[config.mk]
export PLATFORM = sky130hd
export DESIGN_NAME = sacc_top
export DESIGN_NICKNAME = d
export VERILOG_FILES = /design/src/include/sacc_pkg.sv /design/src/logic/sacc_top.sv
export SDC_FILE = /design/constraint.sdc
export NUM_CORES = 1
export LEC_CHECK = 0
export BUFFER_PORTS_ARGS = -buffer_cell sky130_fd_sc_hd__buf_2
export CAP_MARGIN = 25
export CELL_PAD_IN_SITES_DETAIL_PLACEMENT = 2
export CELL_PAD_IN_SITES_GLOBAL_PLACEMENT = 2
export CORE_MARGIN = 2
export CORE_UTILIZATION = 30
export DETAILED_ROUTE_END_ITERATION = 6
export GPL_TIMING_DRIVEN = 0
export PLACE_DENSITY = 0.74
export SLEW_MARGIN = 20
export SYNTH_ARGS = -nofsm -noshare
export SYNTH_HDL_FRONTEND = slang
export SYNTH_SLANG_ARGS = --single-unit
[constraint.sdc]
create_clock -name core_clk -period 4 [get_ports core_clk]
set_clock_uncertainty 0.05 [all_clocks]
set_input_delay 0.2 -clock core_clk [delete_from_list [all_inputs] [get_ports core_clk]]
set_output_delay 0.2 -clock core_clk [all_outputs]
set_load 0.01 [all_outputs]
[src/include/sacc_pkg.sv]
// package for the converter control block: register map, fields, reset values, timing
package sacc_pkg;

  // ----------------------------------------
  // register byte offsets
  // ----------------------------------------
  localparam logic [7:0] SACC_CTRL_OFS = 8'h00;
  localparam logic [7:0] SACC_CFG_OFS = 8'h04;
  localparam logic [7:0] SACC_CHSEL_OFS = 8'h08;
  localparam logic [7:0] SACC_PAIR_OFS = 8'h0c;
  localparam logic [7:0] SACC_RESH_OFS = 8'h10;
  localparam logic [7:0] SACC_RESL_OFS = 8'h14;
  localparam logic [7:0] SACC_SAMPLE_OFS = 8'h18;

  // ----------------------------------------
  // control and config register bit positions
  // ----------------------------------------
  localparam int SACC_CTRL_EN_BIT = 7;
  localparam int SACC_CTRL_TM_BIT = 6;
  localparam int SACC_CTRL_DONE_BIT = 5;
  localparam int SACC_CTRL_BUSY_BIT = 4;
  localparam int SACC_CTRL_CM_LSB = 2;
  localparam int SACC_CTRL_LJ_BIT = 0;
  localparam int SACC_CFG_DIV_LSB = 3;
  localparam int SACC_CFG_GAIN_LSB = 0;

  // ----------------------------------------
  // reset values and temperature channel code
  // ----------------------------------------
  localparam logic [7:0] SACC_CTRL_RST = 8'h00;
  localparam logic [7:0] SACC_CFG_RST = 8'hf8;
  localparam logic [7:0] SACC_CHSEL_RST = 8'h00;
  localparam logic [3:0] SACC_PAIR_RST = 4'h0;
  localparam logic [3:0] SACC_TEMP_CODE = 4'h8;

  // ----------------------------------------
  // timing
  // ----------------------------------------
  localparam int SACC_TRACK_SAR_CLKS = 3;
  localparam int SACC_CONV_SAR_CLKS = 13;
  localparam int SACC_CORE_CLK_MHZ = 25;

  typedef enum logic [1:0] {
    SACC_SRC_SOFT,
    SACC_SRC_TMR3,
    SACC_SRC_EXT,
    SACC_SRC_TMR2
  } sacc_src_e;

  typedef enum logic [2:0] {
    SACC_G1,
    SACC_G2,
    SACC_G4,
    SACC_G8,
    SACC_G16,
    SACC_G0P5
  } sacc_gain_e;

  // analog side control bundle
  typedef struct packed {
    logic powered;
    logic tracking;
    logic converting;
    logic [3:0] channel;
    logic differential;
    sacc_gain_e gain;
  } sacc_analog_s;

endpackage

[src/logic/sacc_top.sv]
// converter control: start sources, sequencing, result registers, AXI4-Lite slave
`timescale 1ns/1ps
// ----------------------------------------
// What this block does and what software must do
// [RL1] analog parts run only while enabled
// [RL2] nine channels, ninth is temperature sensor
// [RL3] pairs single-ended or differential, reset single-ended
// [RL4] gains 0.5 to 16 by field
// [RL5] reset gain is one
// [RL6] sar clock divides system clock
// [RL7] four start sources by select field
// [RL8] busy reads one during conversion
// [RL9] busy falling edge sets done flag
// [RL10] result justified into high/low bytes
// [RL11] software clears done, starts, polls
// [RL12] software routes external start pin first
// [RL13] normal mode tracks whenever idle
// [RL14] low-power mode tracks three sar clocks
// [RL15] external low-power: track while input low
// [RL16] chip standby stops tracking
// [RL17] software waits 1.5 us after changes
// [RL18] divider zero means undivided clock
// [RL19] gain field decode table
// [RL20] software clears done flag
// [RL21] right justify sign-extends high byte on differential channels
// [RL22] starts during conversion are ignored
// [RL23] external start synchronised before edges
// ----------------------------------------
module sacc_top
  import sacc_pkg::*;
#(
  parameter int DATA_BITS = 12
) (
  input wire logic core_clk,
  input wire logic rst,
  input wire logic clk_en,
  input wire logic s_axi_awvalid,
  output logic s_axi_awready,
  input wire logic [7:0] s_axi_awaddr,
  input wire logic s_axi_wvalid,
  output logic s_axi_wready,
  input wire logic [31:0] s_axi_wdata,
  input wire logic [3:0] s_axi_wstrb,
  output logic s_axi_bvalid,
  input wire logic s_axi_bready,
  output logic [1:0] s_axi_bresp,
  input wire logic s_axi_arvalid,
  output logic s_axi_arready,
  input wire logic [7:0] s_axi_araddr,
  output logic s_axi_rvalid,
  input wire logic s_axi_rready,
  output logic [31:0] s_axi_rdata,
  output logic [1:0] s_axi_rresp,
  input wire logic external_convert_start,
  input wire logic timer2_overflow,
  input wire logic timer3_overflow,
  input wire logic chip_standby,
  input wire logic [DATA_BITS-1:0] sar_sample,
  output sacc_analog_s analog_ctrl,
  output logic conversion_irq
);

  typedef enum logic [1:0] {SACC_IDLE, SACC_TRACK, SACC_CONV} sacc_state_e;

  // ----------------------------------------
  // registers
  // ----------------------------------------
  logic [7:0] converter_control_reg;
  logic [7:0] converter_config_reg;
  logic [7:0] channel_select_reg;
  logic [3:0] pair_config_reg;
  logic [7:0] result_high_byte;
  logic [7:0] result_low_byte;
  logic conversion_busy_bit;
  logic conversion_done_flag;
  sacc_state_e state_reg;
  logic [4:0] div_cnt_reg;
  logic [3:0] sar_cnt_reg;
  logic ext_sync1_reg, ext_sync2_reg, ext_prev_reg;
  logic busy_prev_reg;

  wire converter_enable_bit = converter_control_reg[SACC_CTRL_EN_BIT];
  wire low_power_track_select = converter_control_reg[SACC_CTRL_TM_BIT];
  wire [1:0] start_sel = converter_control_reg[SACC_CTRL_CM_LSB +: 2];
  wire justify_select = converter_control_reg[SACC_CTRL_LJ_BIT];
  wire [4:0] sar_clock_divider_field = converter_config_reg[SACC_CFG_DIV_LSB +: 5];
  wire [2:0] gain_select_field = converter_config_reg[SACC_CFG_GAIN_LSB +: 3];
  wire [3:0] channel_code_field = channel_select_reg[3:0];

  // ----------------------------------------
  // bus slave
  // ----------------------------------------
  logic aw_held_reg, w_held_reg;
  logic [7:0] aw_addr_reg;
  logic [7:0] w_data_reg;
  wire wr_fire = aw_held_reg && w_held_reg && !s_axi_bvalid;
  wire wr_ctrl = wr_fire && aw_addr_reg == SACC_CTRL_OFS;
  wire wr_done_clear = wr_ctrl && !w_data_reg[SACC_CTRL_DONE_BIT];
  wire soft_go = wr_ctrl && w_data_reg[SACC_CTRL_BUSY_BIT];
  wire rd_fire = s_axi_arvalid && s_axi_arready;

  function automatic logic mapped(input logic [7:0] a);
    mapped = a[1:0] == 2'h0 && a <= SACC_SAMPLE_OFS;
  endfunction

  logic [7:0] rd_byte;
  always_comb begin
    unique case (s_axi_araddr)
      SACC_CTRL_OFS: rd_byte = {converter_control_reg[7:6], conversion_done_flag,
                                conversion_busy_bit, converter_control_reg[3:0]};
      SACC_CFG_OFS: rd_byte = converter_config_reg;
      SACC_CHSEL_OFS: rd_byte = channel_select_reg;
      SACC_PAIR_OFS: rd_byte = {4'h0, pair_config_reg};
      SACC_RESH_OFS: rd_byte = result_high_byte;
      SACC_RESL_OFS: rd_byte = result_low_byte;
      default: rd_byte = 8'h00;
    endcase
  end

  always_ff @(posedge core_clk or posedge rst) begin
    if (rst) begin
      aw_held_reg <= 1'b0;
      w_held_reg <= 1'b0;
      aw_addr_reg <= 8'h00;
      w_data_reg <= 8'h00;
      s_axi_awready <= 1'b0;
      s_axi_wready <= 1'b0;
      s_axi_bvalid <= 1'b0;
      s_axi_bresp <= 2'h0;
      s_axi_arready <= 1'b0;
      s_axi_rvalid <= 1'b0;
      s_axi_rdata <= 32'h0000_0000;
      s_axi_rresp <= 2'h0;
    end else if (clk_en) begin
      s_axi_awready <= !aw_held_reg && !s_axi_awready && s_axi_awvalid;
      s_axi_wready <= !w_held_reg && !s_axi_wready && s_axi_wvalid;
      if (s_axi_awvalid && s_axi_awready) begin
        aw_held_reg <= 1'b1;
        aw_addr_reg <= s_axi_awaddr;
      end
      if (s_axi_wvalid && s_axi_wready) begin
        w_held_reg <= 1'b1;
        w_data_reg <= s_axi_wstrb[0] ? s_axi_wdata[7:0] : 8'h00;
      end
      if (wr_fire) begin
        s_axi_bvalid <= 1'b1;
        s_axi_bresp <= mapped(aw_addr_reg) ? 2'h0 : 2'h2;
        aw_held_reg <= 1'b0;
        w_held_reg <= 1'b0;
      end else if (s_axi_bvalid && s_axi_bready) begin
        s_axi_bvalid <= 1'b0;
      end
      s_axi_arready <= !s_axi_arready && !s_axi_rvalid && s_axi_arvalid;
      if (rd_fire) begin
        s_axi_rvalid <= 1'b1;
        s_axi_rdata <= {24'h000000, rd_byte};
        s_axi_rresp <= mapped(s_axi_araddr) ? 2'h0 : 2'h2;
      end else if (s_axi_rvalid && s_axi_rready) begin
        s_axi_rvalid <= 1'b0;
      end
    end
  end

  // strobe lane 0 clear writes zero; reserved pair bits drop
  always_ff @(posedge core_clk or posedge rst) begin
    if (rst) begin
      converter_control_reg <= SACC_CTRL_RST;
      converter_config_reg <= SACC_CFG_RST; // see [RL5]
      channel_select_reg <= SACC_CHSEL_RST;
      pair_config_reg <= SACC_PAIR_RST; // see [RL3]
    end else if (clk_en && wr_fire) begin
      unique case (aw_addr_reg)
        SACC_CTRL_OFS: converter_control_reg <= w_data_reg;
        SACC_CFG_OFS: converter_config_reg <= w_data_reg;
        SACC_CHSEL_OFS: channel_select_reg <= {4'h0, w_data_reg[3:0]};
        SACC_PAIR_OFS: pair_config_reg <= w_data_reg[3:0];
        default: ;
      endcase
    end
  end

  // ----------------------------------------
  // start sources
  // ----------------------------------------
  // only the second stage feeds the edge detector
  always_ff @(posedge core_clk or posedge rst) begin
    if (rst) begin
      ext_sync1_reg <= 1'b0;
      ext_sync2_reg <= 1'b0;
      ext_prev_reg <= 1'b0;
    end else if (clk_en) begin
      ext_sync1_reg <= external_convert_start; // see [RL23]
      ext_sync2_reg <= ext_sync1_reg;
      ext_prev_reg <= ext_sync2_reg;
    end
  end
  wire ext_rise = ext_sync2_reg && !ext_prev_reg; // see [RL23]

  logic start_evt;
  always_comb begin
    unique case (sacc_src_e'(start_sel)) // see [RL7]
      SACC_SRC_SOFT: start_evt = soft_go;
      SACC_SRC_TMR3: start_evt = timer3_overflow;
      SACC_SRC_EXT: start_evt = ext_rise;
      SACC_SRC_TMR2: start_evt = timer2_overflow;
    endcase
  end
  wire ext_lp = low_power_track_select && start_sel == SACC_SRC_EXT;

  // ----------------------------------------
  // sar clock and sequencer
  // ----------------------------------------
  // tick period 2*(low four divider bits+1) core clocks; zero divider ticks every clock
  wire sar_tick = sar_clock_divider_field == 5'h00 ||
                  div_cnt_reg == {sar_clock_divider_field[3:0], 1'b1}; // see [RL6] [RL18]

  always_ff @(posedge core_clk or posedge rst) begin
    if (rst) begin
      div_cnt_reg <= 5'h00;
    end else if (clk_en) begin
      div_cnt_reg <= (sar_tick || state_reg == SACC_IDLE) ? 5'h00 : div_cnt_reg + 5'h01;
    end
  end

  // extra start events while busy are simply dropped
  always_ff @(posedge core_clk or posedge rst) begin
    if (rst) begin
      state_reg <= SACC_IDLE;
      sar_cnt_reg <= 4'h0;
    end else if (clk_en) begin
      unique case (state_reg)
        SACC_IDLE: begin
          if (converter_enable_bit && start_evt) begin // see [RL1] [RL22]
            sar_cnt_reg <= 4'h0;
            state_reg <= (low_power_track_select && !ext_lp) ? SACC_TRACK : SACC_CONV;
          end
        end
        SACC_TRACK: begin
          if (sar_tick) begin
            sar_cnt_reg <= sar_cnt_reg + 4'h1;
            if (sar_cnt_reg == 4'(SACC_TRACK_SAR_CLKS - 1)) begin // see [RL14]
              sar_cnt_reg <= 4'h0;
              state_reg <= SACC_CONV;
            end
          end
        end
        SACC_CONV: begin
          if (sar_tick) begin
            sar_cnt_reg <= sar_cnt_reg + 4'h1;
            if (sar_cnt_reg == 4'(SACC_CONV_SAR_CLKS - 1)) begin
              state_reg <= SACC_IDLE;
            end
          end
        end
      endcase
      if (!converter_enable_bit) begin
        state_reg <= SACC_IDLE;
      end
    end
  end

  wire conv_end = state_reg == SACC_CONV && sar_tick &&
                  sar_cnt_reg == 4'(SACC_CONV_SAR_CLKS - 1);

  // ----------------------------------------
  // busy, done and result
  // ----------------------------------------
  wire diff_sel = channel_code_field < SACC_TEMP_CODE &&
                  pair_config_reg[channel_code_field[2:1]]; // see [RL3]
  wire [11:0] sample12 = sar_sample[DATA_BITS-1 -: 12];
  wire sign_ext = diff_sel && sample12[11]; // see [RL21]
  wire busy_fall = busy_prev_reg && !conversion_busy_bit;

  always_ff @(posedge core_clk or posedge rst) begin
    if (rst) begin
      conversion_busy_bit <= 1'b0;
      busy_prev_reg <= 1'b0;
      conversion_done_flag <= 1'b0;
      result_high_byte <= 8'h00;
      result_low_byte <= 8'h00;
      conversion_irq <= 1'b0;
    end else if (clk_en) begin
      conversion_busy_bit <= state_reg != SACC_IDLE && !conv_end; // see [RL8]
      busy_prev_reg <= conversion_busy_bit;
      // set outranks a clear written in the same cycle
      if (busy_fall) begin
        conversion_done_flag <= 1'b1; // see [RL9]
      end else if (wr_done_clear) begin
        conversion_done_flag <= 1'b0; // see [RL20]
      end
      conversion_irq <= busy_fall; // see [RL9]
      if (conv_end) begin
        if (justify_select) begin // see [RL10]
          result_high_byte <= sample12[11:4];
          result_low_byte <= {sample12[3:0], 4'h0};
        end else begin
          result_high_byte <= {{4{sign_ext}}, sample12[11:8]}; // see [RL21]
          result_low_byte <= sample12[7:0];
        end
      end
    end
  end

  // ----------------------------------------
  // analog control outputs
  // ----------------------------------------
  wire track_now = converter_enable_bit && !chip_standby && // see [RL16]
                   (ext_lp ? (state_reg == SACC_IDLE && !ext_sync2_reg) : // see [RL15]
                    low_power_track_select ? state_reg == SACC_TRACK : // see [RL14]
                    state_reg != SACC_CONV); // see [RL13]

  always_ff @(posedge core_clk or posedge rst) begin
    if (rst) begin
      analog_ctrl <= '0;
    end else if (clk_en) begin
      analog_ctrl.powered <= converter_enable_bit; // see [RL1]
      analog_ctrl.tracking <= track_now;
      analog_ctrl.converting <= state_reg == SACC_CONV;
      analog_ctrl.channel <= channel_code_field; // see [RL2]
      analog_ctrl.differential <= diff_sel;
      analog_ctrl.gain <= gain_select_field[2] ? // see [RL4] [RL19]
                          (gain_select_field[1] ? SACC_G0P5 : SACC_G16) :
                          sacc_gain_e'(gain_select_field);
    end
  end
endmodule

==> results.py, run 1 <==
metrics = {
    "floorplanning": {
        "start_util_pct": 30.4,
        "die_x_um": 133,
        "std_cell_rows": 47,
        "die_area_um2": 17700,
        "io_pins": 129,
        "die_y_um": 133,
        "core-area_um2": 16500,
    },
    "yosys": {
        "synth_top_area_cell": "dfrtp_1",
        "synth-async-reset-ratio_pct": 100,
        "synth_seq_cells": 100,
        "synthFlopType": "dfrtp_1",
        "syn_area_per_cell_um2": 11.4,
        "yosysWarningCount": 0,
        "synth_edf_count": 0,
        "netlist_area_um2": 5000,
        "synth_cells": 438,
        "synth_top_cell_area_share_pct": 47.5,
        "synth.area.top_cells": "dfrtp_1 48%, mux2_2 16%, buf_4 3.9%",
        "synth_cell_types": 55,
        "synth.yosys.seq_area_share_pct": 50.1,
    },
    "cts": {
        "ctsRootBufferMaster": "clkbuf_16",
        "worstSkewPairLatency_ps": 360,
        "path_clk_slew_ps": 70,
        "h-tree-depth": 3,
        "cts.path.max_buffers": 2,
        "cts_sinks": 100,
        "cts_tree": "done",
        "numCtsBuffers": 9,
    },
    "finish": {
        "syn_to_final_growth_pct": 22.7,
        "largest_reg_flops": 11,
        "final_common_cell": "dfrtp_1",
        "top_register": "analog_ctrl",
        "nets": 631,
        "regArea_um2": 2510,
        "final_cell_mix": "95 x dfrtp_1, 75 x buf_2, 70 x mux2_2, 41 x nand2_1",
        "multi_input_area_um2": 2250,
        "fin_util_pct": 37.3,
        "drive_gt1_share_pct": 37.8,
        "final_area_um2": 6140,
        "diodes": 0,
        "fill_cells": 1785,
    },
    "detailed_routing": {
        "ant_nets": 0,
        "wl_met3_um": 506,
        "wl_met2_mm": 7.24,
        "vias": 3716,
        "top_layer": "met4",
        "drt_first_pass_iters": 4,
        "routed_wl_mm": 14.1,
        "viasPerCell": 4.81,
        "routedWlPerCell_um": 18.3,
        "drc": 0,
        "dr.first_iter.drc_count": 149,
        "wl_met1_mm": 6.19,
    },
    "worst_setup_path": {
        "critical_path_class": "flop to flop",
        "cp-start-kind": "flop",
        "critical_path_peak_fanout": 10,
        "critical_path_arrival_ps": 2570,
        "cp-end-kind": "flop",
        "cp.required_ps": 4200,
    },
    "grt": {
        "grt_max_degree": 73,
        "grt-ovfl-total": 0,
        "grt_use_total_pct": 17.2,
        "grt_pass1_vias": 4227,
        "antenna_found_initial": 0,
        "grt_pass1_wl_mm": 23.6,
    },
    "power": {
        "powerDensity_nw_per_um2": 467,
        "p_leak_uw": 0.00295,
        "irDropWorstVdd_mv": 0.230,
    },
    "placement": {
        "place.gp.congestion": 0.828,
        "dpl_worst_slack_ps": 1770,
        "hpwlAfterDp_mm": 10.4,
        "dpl-instance-area_um2": 5760,
        "io_buffer_count": 71,
    },
    "sta": {
        "hold_viol": 0,
        "finalSetupViolCount": 0,
        "finalCriticalPeriod_ps": 2380,
        "rsz0062_at_grt": "false",
        "setup_slack_ps": 1620,
        "slew_violations": 0,
        "timing.slew.headroom_pct": 55.0,
        "worst_pin_slew_ps": 674,
        "hold-worst-slack_ps": 21.2,
        "finalCritPeriodShare_pct": 59.4,
        "fmax_ghz": 0.421,
        "tns_ps": 0,
    },
    "hold_path": {
        "hp-class": "input pin to flop",
    },
    "run_status": {
        "status": "completed",
    },
    "flow_run": {
        "cap_violations": 0,
    },
}
[timing repair]
action                                 4_1_cts  5_1_grt
gates resized for setup                      0        0
hold buffers                                 2        0
setup buffers                                0        0
endpoints found under the hold margin       29        0
[kinds of logic (layout without fill, tap and decap cells)]
family,count (synthesis),in the layout,synth area share (%)
buf+inv,62,152,6.85
compound gates,71,71,9.83
xor+xnor,7,7,1.23
mux,81,81,19.0
other cells,1,26,0.0749
flops,100,100,50.1
simple gates,109,109,11.2
fa+ha+maj,7,7,1.75
[layout make-up]
cell class                 count  share of cell area (%)
sequential                   100                    40.9
multi-input combinational    301                    36.6
timing repair buffer          74                    6.56
tap                          220                    4.48
buffer                        42                    4.36
clock buffer                  10                    3.89
clock inverter                 6                    1.94
inverter                      20                    1.30
[layer usage]
layer,vias to the layer above,track usage (%)
met2,82,29.2
met5,-,0
li1,1738,-
met1,1881,22.1
met4,0,4.91
met3,15,3.69
[path summary, 6_finish.rpt]
kind                                    startpoint                       to  slack, ps  depth (start not counted)
min in group asynchronous                      rst           sar_cnt_reg[0]        310                          3
hold / removal                     s_axi_awaddr[0]           aw_addr_reg[0]         20                          2
setup / recovery           converter_config_reg[4]       result_low_byte[2]       1620                          6
hold reg to reg                     s_axi_rresp[1]           s_axi_rresp[1]        430                          1
setup reg to reg           converter_config_reg[4]       result_low_byte[2]       1620                          6
max in group asynchronous                      rst  converter_config_reg[4]       2920                          4
[stage by stage]
stage	power (uW)	std cells
floorplan	1610	463
global placement	1780	754
detailed placement	1840	755
CTS	2910	773
global route	3030	773
finish	2870	773
[cell usage after synthesis, types with 3 or more instances]
cell type  number
dfrtp_1        95
nand2_1        41
buf_2           4
xnor2_1         4
a21boi_0        4
mux2_2         70
inv_1          20
a21oi_1         9
a22oi_1         7
mux2i_1         7
nand3_1        11
buf_4          26
nor2b_1         5
nand4_1         4
nor3b_1         4
nor2_1         18
clkbuf_1        9
ha_1            7
a221oi_1        5
a22o_1          7
dfstp_2         5
o21ai_0        21
xor2_1          3
nor3_1          6
nand3b_1        4
nand2b_1        3
mux4_2          4
[report_power, final]
group	switching, uW	total, uW	leakage [uW]	internal [uW]
Sequential	169	1330	0.00132	1160
Clock	421	1060	0.000175	637
Combinational	246	474	0.00146	228
[worst max-delay path, stage by stage (launching register included)]
cell and delay [ps]:
dfstp_2 580, xnor2_1 130, nand3_1 130, o21ai_0 540, nand2_2 300, buf_6 240, mux2_2 280
Note: power is estimated with default switching activity, not from simulation.
==> inputs of run 2 (changes only) <==
--- a/config.mk
+++ b/config.mk
@@ -5,6 +5,7 @@
 export SDC_FILE = /design/constraint.sdc
 export NUM_CORES = 1
 export LEC_CHECK = 0
+export ABC_AREA = 1
 export BUFFER_PORTS_ARGS = -buffer_cell sky130_fd_sc_hd__buf_2
 export CAP_MARGIN = 25
 export CELL_PAD_IN_SITES_DETAIL_PLACEMENT = 2
@@ -13,7 +14,7 @@
 export CORE_UTILIZATION = 30
 export DETAILED_ROUTE_END_ITERATION = 6
 export GPL_TIMING_DRIVEN = 0
-export PLACE_DENSITY = 0.74
+export PLACE_DENSITY = 0.81
 export SLEW_MARGIN = 20
 export SYNTH_ARGS = -nofsm -noshare
 export SYNTH_HDL_FRONTEND = slang
==> constraint.sdc (replaced) <==
create_clock -name core_clk -period 2.3 [get_ports core_clk]
set_clock_uncertainty 0.05 [all_clocks]
set_input_delay 0.115 -clock core_clk [delete_from_list [all_inputs] [get_ports core_clk]]
set_output_delay 0.115 -clock core_clk [all_outputs]
set_load 0.01 [all_outputs]
==> run 2 against run 1 <==
First-iteration DRC count is 15% higher. Sequential share of layout area is 1.8 points lower. Power is 76% higher. Clock power is 57% higher. Synthesized area is 0.63% higher. Via count is 25% higher. Critical path depth is 2 higher.
==> results.py, run 2 <==
metrics = {
    "grt": {
        "grt_max_degree": 30,
        "grt-busiest-layer": "met2",
        "grtUsageMet1_pct": 24.7,
        "antenna_found_initial": 0,
        "use_met3_pct": 2.78,
        "grt_pass1_vias": 5212,
        "grt_use_total_pct": 19.8,
        "gr-usage-met2_pct": 35.3,
        "grt_pass1_wl_mm": 27.6,
        "grt-ovfl-total": 0,
    },
    "cts": {
        "cts.path.max_buffers": 2,
        "worstSkewPairLatency_ps": 360,
        "h-tree-depth": 3,
        "cts_sinks": 100,
        "path_clk_slew_ps": 70,
        "numCtsBuffers": 9,
        "cts_tree": "done",
        "post_cts_buffers": 0,
        "ctsRootBufferMaster": "clkbuf_16",
    },
    "finish": {
        "final_area_um2": 6420,
        "final_common_cell": "nand2_1",
        "drive_gt1_share_pct": 19.9,
        "fill_cells": 1929,
        "syn_to_final_growth_pct": 27.6,
        "nets": 848,
        "largest_reg_flops": 11,
        "top_register": "analog_ctrl",
        "diodes": 0,
        "final_cell_mix": "168 x nand2_1, 95 x dfrtp_1, 80 x inv_1, 80 x buf_2, 62 x o21ai_0",
    },
    "yosys": {
        "synth.yosys.seq_area_share_pct": 49.8,
        "synthFlopType": "dfrtp_1",
        "synthTopCellsByCount": "168 x nand2_1, 95 x dfrtp_1, 81 x inv_1",
        "synth_edf_count": 0,
        "yosysWarningCount": 0,
        "synth.area.top_cells": "dfrtp_1 47%, nand2_1 13%, o21ai_0 6.2%",
        "synth-async-reset-ratio_pct": 100,
        "synth_cells": 625,
        "netlist_area_um2": 5030,
        "synth_top_cell_area_share_pct": 47.2,
        "synth_most_common_cell": "nand2_1",
        "synth_top_area_cell": "dfrtp_1",
        "synth_cell_types": 41,
        "synth_seq_cells": 100,
        "syn_area_per_cell_um2": 8.06,
    },
    "worst_setup_path": {
        "r2r_slack_ps": 320,
        "critical_path_class": "flop to flop",
        "critical_path_peak_fanout": 6,
        "cp.required_ps": 2550,
        "crit_end": "sar_cnt_reg[3]",
        "worst_r2r_endpoint": "sar_cnt_reg[3]",
        "cp-start-kind": "flop",
        "cp-end-kind": "flop",
        "critPathLaunch": "aw_addr_reg[5]",
        "r2r.worst_path.cells": 8,
        "r2r-start": "aw_addr_reg[5]",
        "critical_path_arrival_ps": 2230,
    },
    "detailed_routing": {
        "vias": 4662,
        "drt_first_pass_iters": 4,
        "routedWlPerCell_um": 17.0,
        "drc": 0,
        "viasPerCell": 4.71,
        "ant_nets": 0,
        "routed_wl_mm": 16.8,
        "dr.first_iter.drc_count": 171,
    },
    "sta": {
        "rsz0062_at_grt": "false",
        "hold_viol": 0,
        "finalSetupViolCount": 0,
        "timing.slew.headroom_pct": 48.6,
        "worst_pin_slew_ps": 771,
        "finalCriticalPeriod_ps": 1980,
        "slew_violations": 0,
        "finalCritPeriodShare_pct": 86.1,
        "fmax_ghz": 0.505,
        "tns_ps": 0,
    },
    "floorplanning": {
        "start_util_pct": 30.6,
        "die_y_um": 134,
        "core-area_um2": 16500,
        "io_pins": 129,
        "die_x_um": 134,
        "die_area_um2": 17800,
        "std_cell_rows": 47,
    },
    "power": {
        "p_total_uw": 5050,
        "p_leak_uw": 0.00319,
        "powerDensity_nw_per_um2": 786,
        "irDropWorstVdd_mv": 0.351,
    },
    "placement": {
        "hpwlAfterDp_mm": 12.8,
        "io_buffer_count": 74,
        "place.gp.congestion": 0.865,
        "dpl-instance-area_um2": 5840,
    },
    "run_status": {
        "status": "completed",
    },
    "flow_run": {
        "cap_violations": 0,
    },
    "hold_path": {
        "hp-class": "input pin to flop",
    },
}
## run 2: changes by cell type in the layout (fill, tap and decap cells not counted), moves of 25 or more
cell | before | now
nand3_1 | 11 | 45
nand2_1 | 41 | 168
inv_1 | 19 | 80
o21ai_0 | 21 | 62
mux2_2 | 70 | 0
dlygate4sd3_1 | 2 | 27
## run 2: cell families after synthesis
group	synth area share, %
AOI/OAI and AO/OA	12.7
xor gates and xnor gates	0.870
adders and majority gates	1.74
buffers and inverters	11.5
DFF	49.8
other	0.0745
and+or+nand+nor	23.3
## run 2: power by group
| group | total (uW) | switching [uW] | internal [uW] |
|---|---|---|---|
| logic | 1140 | 734 | 402 |
| registers | 2260 | 192 | 2070 |
| clock network | 1660 | 710 | 950 |
| total | 5050 | 1640 | 3420 |
## run 2: worst min-delay path by stage
stage | slack [ps] | depth (start not counted) | end | from
CTS | 20 | 3 | result_high_byte[6] | sar_sample[10]
floorplan | 180 | 2 | ext_sync1_reg | external_convert_start
finish | 30 | 3 | result_high_byte[6] | sar_sample[10]
global placement | 270 | 3 | aw_addr_reg[4] | s_axi_awaddr[4]
detailed placement | 130 | 2 | channel_select_reg[3] | rst
global route | 50 | 3 | s_axi_wready | clk_en
## run 2: layer usage
layer	wire length [um]	vias up
li1	-	2230
met5	0	-
met4	261	0
met1	7450	2348
met3	457	16
met2	8640	68
## run 2: cell type report
type / instances / area, um^2 / area share, %
plain buffers: 41 / 268 / 4.17
inverters: 83 / 315 / 4.91
clock buffers: 9 / 225 / 3.51
flip-flops and latches: 100 / 2510 / 39.0
repair buffers: 104 / 701 / 10.9
multi-input cells: 426 / 2040 / 31.8
well taps: 220 / 275 / 4.28
clock inverters: 7 / 91.3 / 1.42
## run 2: stage by stage
step | instances | setup WS, ps | utilization, % | hold WS, ps
6_report | 990 | 319 | 39.0 | 29.7
5_1_grt | 990 | 117 | 39.0 | 52.2
4_1_cts | 990 | 311 | 39.0 | 21.5
3_5_place_dp | 947 | 367 | 35.5 | 129
3_3_place_gp | 944 | 234 | 35.1 | 270
2_1_floorplan | 650 | 752 | - | 182
## run 2: critical path, stage by stage (launching register included)
cell,delay (ps)
dfrtp_1,400
or2_1,250
nor2_1,240
nand3_1,140
nand3_1,120
nand3_1,260
nor2_1,310
nand2_1,80
nand2_1,80
## run 2: timing repair
| item | in CTS | in global routing |
|---|---|---|
| endpoints found under the hold margin | 44 | 0 |
| hold buffers | 27 | 0 |
| resized for setup | 0 | 0 |
==> inputs of run 3 (changes only) <==
--- a/config.mk
+++ b/config.mk
@@ -13,7 +13,6 @@
 export CORE_MARGIN = 2
 export CORE_UTILIZATION = 30
 export DETAILED_ROUTE_END_ITERATION = 6
-export GPL_TIMING_DRIVEN = 0
 export PLACE_DENSITY = 0.81
 export SLEW_MARGIN = 20
 export SYNTH_ARGS = -nofsm -noshare
==> run 3 against run 2 <==
Flip-flop and latch count unchanged. Routed wire length decreased by 4.7%. Global-route usage decreased by 0.54 points. Final area decreased by 4.1%. Combinational power decreased by 5%. Critical path depth increased by 3. Non-clock buffer count decreased by 33. Maximum frequency decreased by 4.3%. Power decreased by 3.2%. Count of clock-buffer cells in the layout increased by 3. Register-to-register slack got worse by 90 ps. First-iteration DRC count decreased by 7.0%.
==> results.py, run 3 (synthesized netlist as in run 2, its figures left out) <==
metrics = {
    "finish": {
        "instances_no_fill": 957,
        "regArea_um2": 2510,
        "fill_cells": 1941,
        "final_cell_mix": "167 x nand2_1, 95 x dfrtp_1, 80 x inv_1, 75 x buf_2, 62 x o21ai_0",
        "syn_to_final_growth_pct": 22.4,
        "top_register": "analog_ctrl",
        "multi_input_area_um2": 2040,
        "nets": 815,
        "drive_gt1_share_pct": 17.5,
        "final_common_cell": "nand2_1",
        "diodes": 0,
        "largest_reg_flops": 11,
    },
    "power": {
        "netSwitchingPower_uw": 1580,
        "swShare_pct": 32.3,
        "irDropWorstVdd_mv": 0.409,
        "powerDensity_nw_per_um2": 794,
        "p_leak_uw": 0.00303,
        "seqPwrFrac_pct": 46.1,
        "power_frac_comb_pct": 22.1,
        "clockPowerShare_pct": 31.8,
        "p_int_uw": 3310,
    },
    "worst_setup_path": {
        "r2r_slack_ps": 230,
        "critPathMaxStageDelay_ps": 560,
        "path_delay_family": "simple AND/OR/NAND/NOR gates",
        "cp.required_ps": 2500,
        "r2r-start": "converter_config_reg[5]",
        "critical_path_class": "flop to flop",
        "crit_slowest_cell": "dfstp_2",
        "cp-end-kind": "flop",
        "critical_path_peak_fanout": 10,
        "critical_path_arrival_ps": 2270,
        "worstPathCellList": "inv_1, nand2_1, nand2_1, nor2_1, nand3_1, nand2_1, nand2_2, inv_1, buf_4, nand3_1, o21ai_0",
        "r2r.worst_path.cells": 11,
        "cp-start-kind": "flop",
        "crit_buf_inv": 3,
        "worst_r2r_endpoint": "result_low_byte[0]",
        "path_common_cell": "nand2_1",
    },
    "sta": {
        "finalCriticalPeriod_ps": 2070,
        "finalSetupViolCount": 0,
        "tns_ps": 0,
        "fmax_ghz": 0.483,
        "rsz0062_at_grt": "false",
        "worst_pin_slew_ps": 783,
        "timing.slew.headroom_pct": 47.7,
        "hold-worst-slack_ps": 7.87,
        "slew_violations": 0,
        "hold_viol": 0,
        "finalCritPeriodShare_pct": 90.0,
    },
    "detailed_routing": {
        "drt_first_pass_iters": 4,
        "vias": 4549,
        "ant_nets": 0,
        "routed_wl_mm": 16.0,
        "dr.first_iter.drc_count": 159,
        "drc": 0,
        "routedWlPerCell_um": 16.7,
        "viasPerCell": 4.75,
    },
    "cts": {
        "cts_tree": "done",
        "ctsRootBufferMaster": "clkbuf_16",
        "worstSkewPairLatency_ps": 360,
        "numCtsBuffers": 9,
        "post_cts_buffers": 0,
        "path_clk_slew_ps": 70,
        "cts_sinks": 100,
        "h-tree-depth": 3,
        "cts.path.max_buffers": 2,
    },
    "placement": {
        "hpwlAfterDp_mm": 11.9,
        "placed_cells": 917,
        "io_buffer_count": 75,
        "place.gp.congestion": 0.829,
    },
    "hold_path": {
        "whs_path_depth": 3,
        "hp-class": "input pin to flop",
        "min_from": "s_axi_wdata[5]",
        "holdPathEnd": "w_data_reg[5]",
    },
    "grt": {
        "antenna_found_initial": 0,
        "grt_pass1_wl_mm": 26.9,
        "grt-ovfl-total": 0,
        "grt_pass1_vias": 5002,
        "grt_use_total_pct": 19.2,
        "grt_max_degree": 45,
    },
    "flow_run": {
        "cap_violations": 0,
    },
    "floorplanning": {
        "start_util_pct": 30.6,
        "die_y_um": 134,
        "core-area_um2": 16500,
        "std_cell_rows": 47,
        "die_area_um2": 17800,
        "die_x_um": 134,
        "io_pins": 129,
    },
    "run_status": {
        "status": "completed",
    },
}
-- run 3: cell count changes in the layout (fill, tap and decap cells not counted), moves of 2 or more --
cell | previous run | this run
clkbuf_1 | 6 | 2
buf_2 | 80 | 75
buf_4 | 26 | 12
dlygate4sd3_1 | 27 | 24
buf_12 | 3 | 1
-- run 3: worst max-delay path by stage --
stage	startpoint	end	slack, ps	cells past startpoint
global route	converter_config_reg[5]	result_low_byte[0]	70	11
global placement	converter_config_reg[4]	result_low_byte[2]	460	11
floorplan	s_axi_bvalid	converter_config_reg[0]	750	9
detailed placement	converter_config_reg[5]	sar_cnt_reg[3]	330	10
CTS	converter_config_reg[5]	result_high_byte[4]	230	11
finish	converter_config_reg[5]	result_low_byte[0]	230	11
-- run 3: power groups by stage --
stage               Sequential [uW]  Combinational [uW]  Clock, uW
global route                   2290                1240       1670
detailed placement             2290                1050          0
global placement               2260                 991          0
floorplan                      2260                 665          0
finish                         2250                1080       1560
CTS                            2260                1110       1590
-- run 3: what timing repair did --
item | 4_1_cts | 5_1_grt
hold endpoints to repair | 54 | 0
gates resized for setup | 0 | 1
endpoints found under the setup margin | 0 | 3
hold buffers | 24 | 0
-- run 3: routing by layer --
metal | global-route usage (%) | vias to the layer above | share of wire (%)
met5 | 0 | - | 0
met4 | 6.38 | 0 | 1.6
met3 | 2.85 | 18 | 2.6
met2 | 33.7 | 72 | 52
met1 | 24.3 | 2303 | 43
li1 | - | 2156 | -
-- run 3: tightest hold or removal path, stage by stage --
cell     delay, ps
buf_2           80
nand3_1         90
o21ai_0         80
-- run 3: final cells by class --
cell class	instances	area share, %
Tap cell	220	4.47
Sequential cell	100	40.7
Inverter	83	5.12
Timing Repair Buffer	112	11.8
Clock buffer	12	4.00
Multi-Input combinational cell	426	33.2
Clock inverter	4	0.792
-- run 3: through the flow --
stage | cell area [um^2] | utilization [%] | worst slack, ps | total power (uW)
finish | 6160 | 37.4 | 230 | 4890
global route | 6160 | 37.4 | 69.0 | 5210
CTS | 6160 | 37.4 | 225 | 4960
detailed placement | 5630 | 34.2 | 332 | 3340
global placement | 5630 | 34.2 | 456 | 3250
floorplan | 5130 | - | 752 | 2930
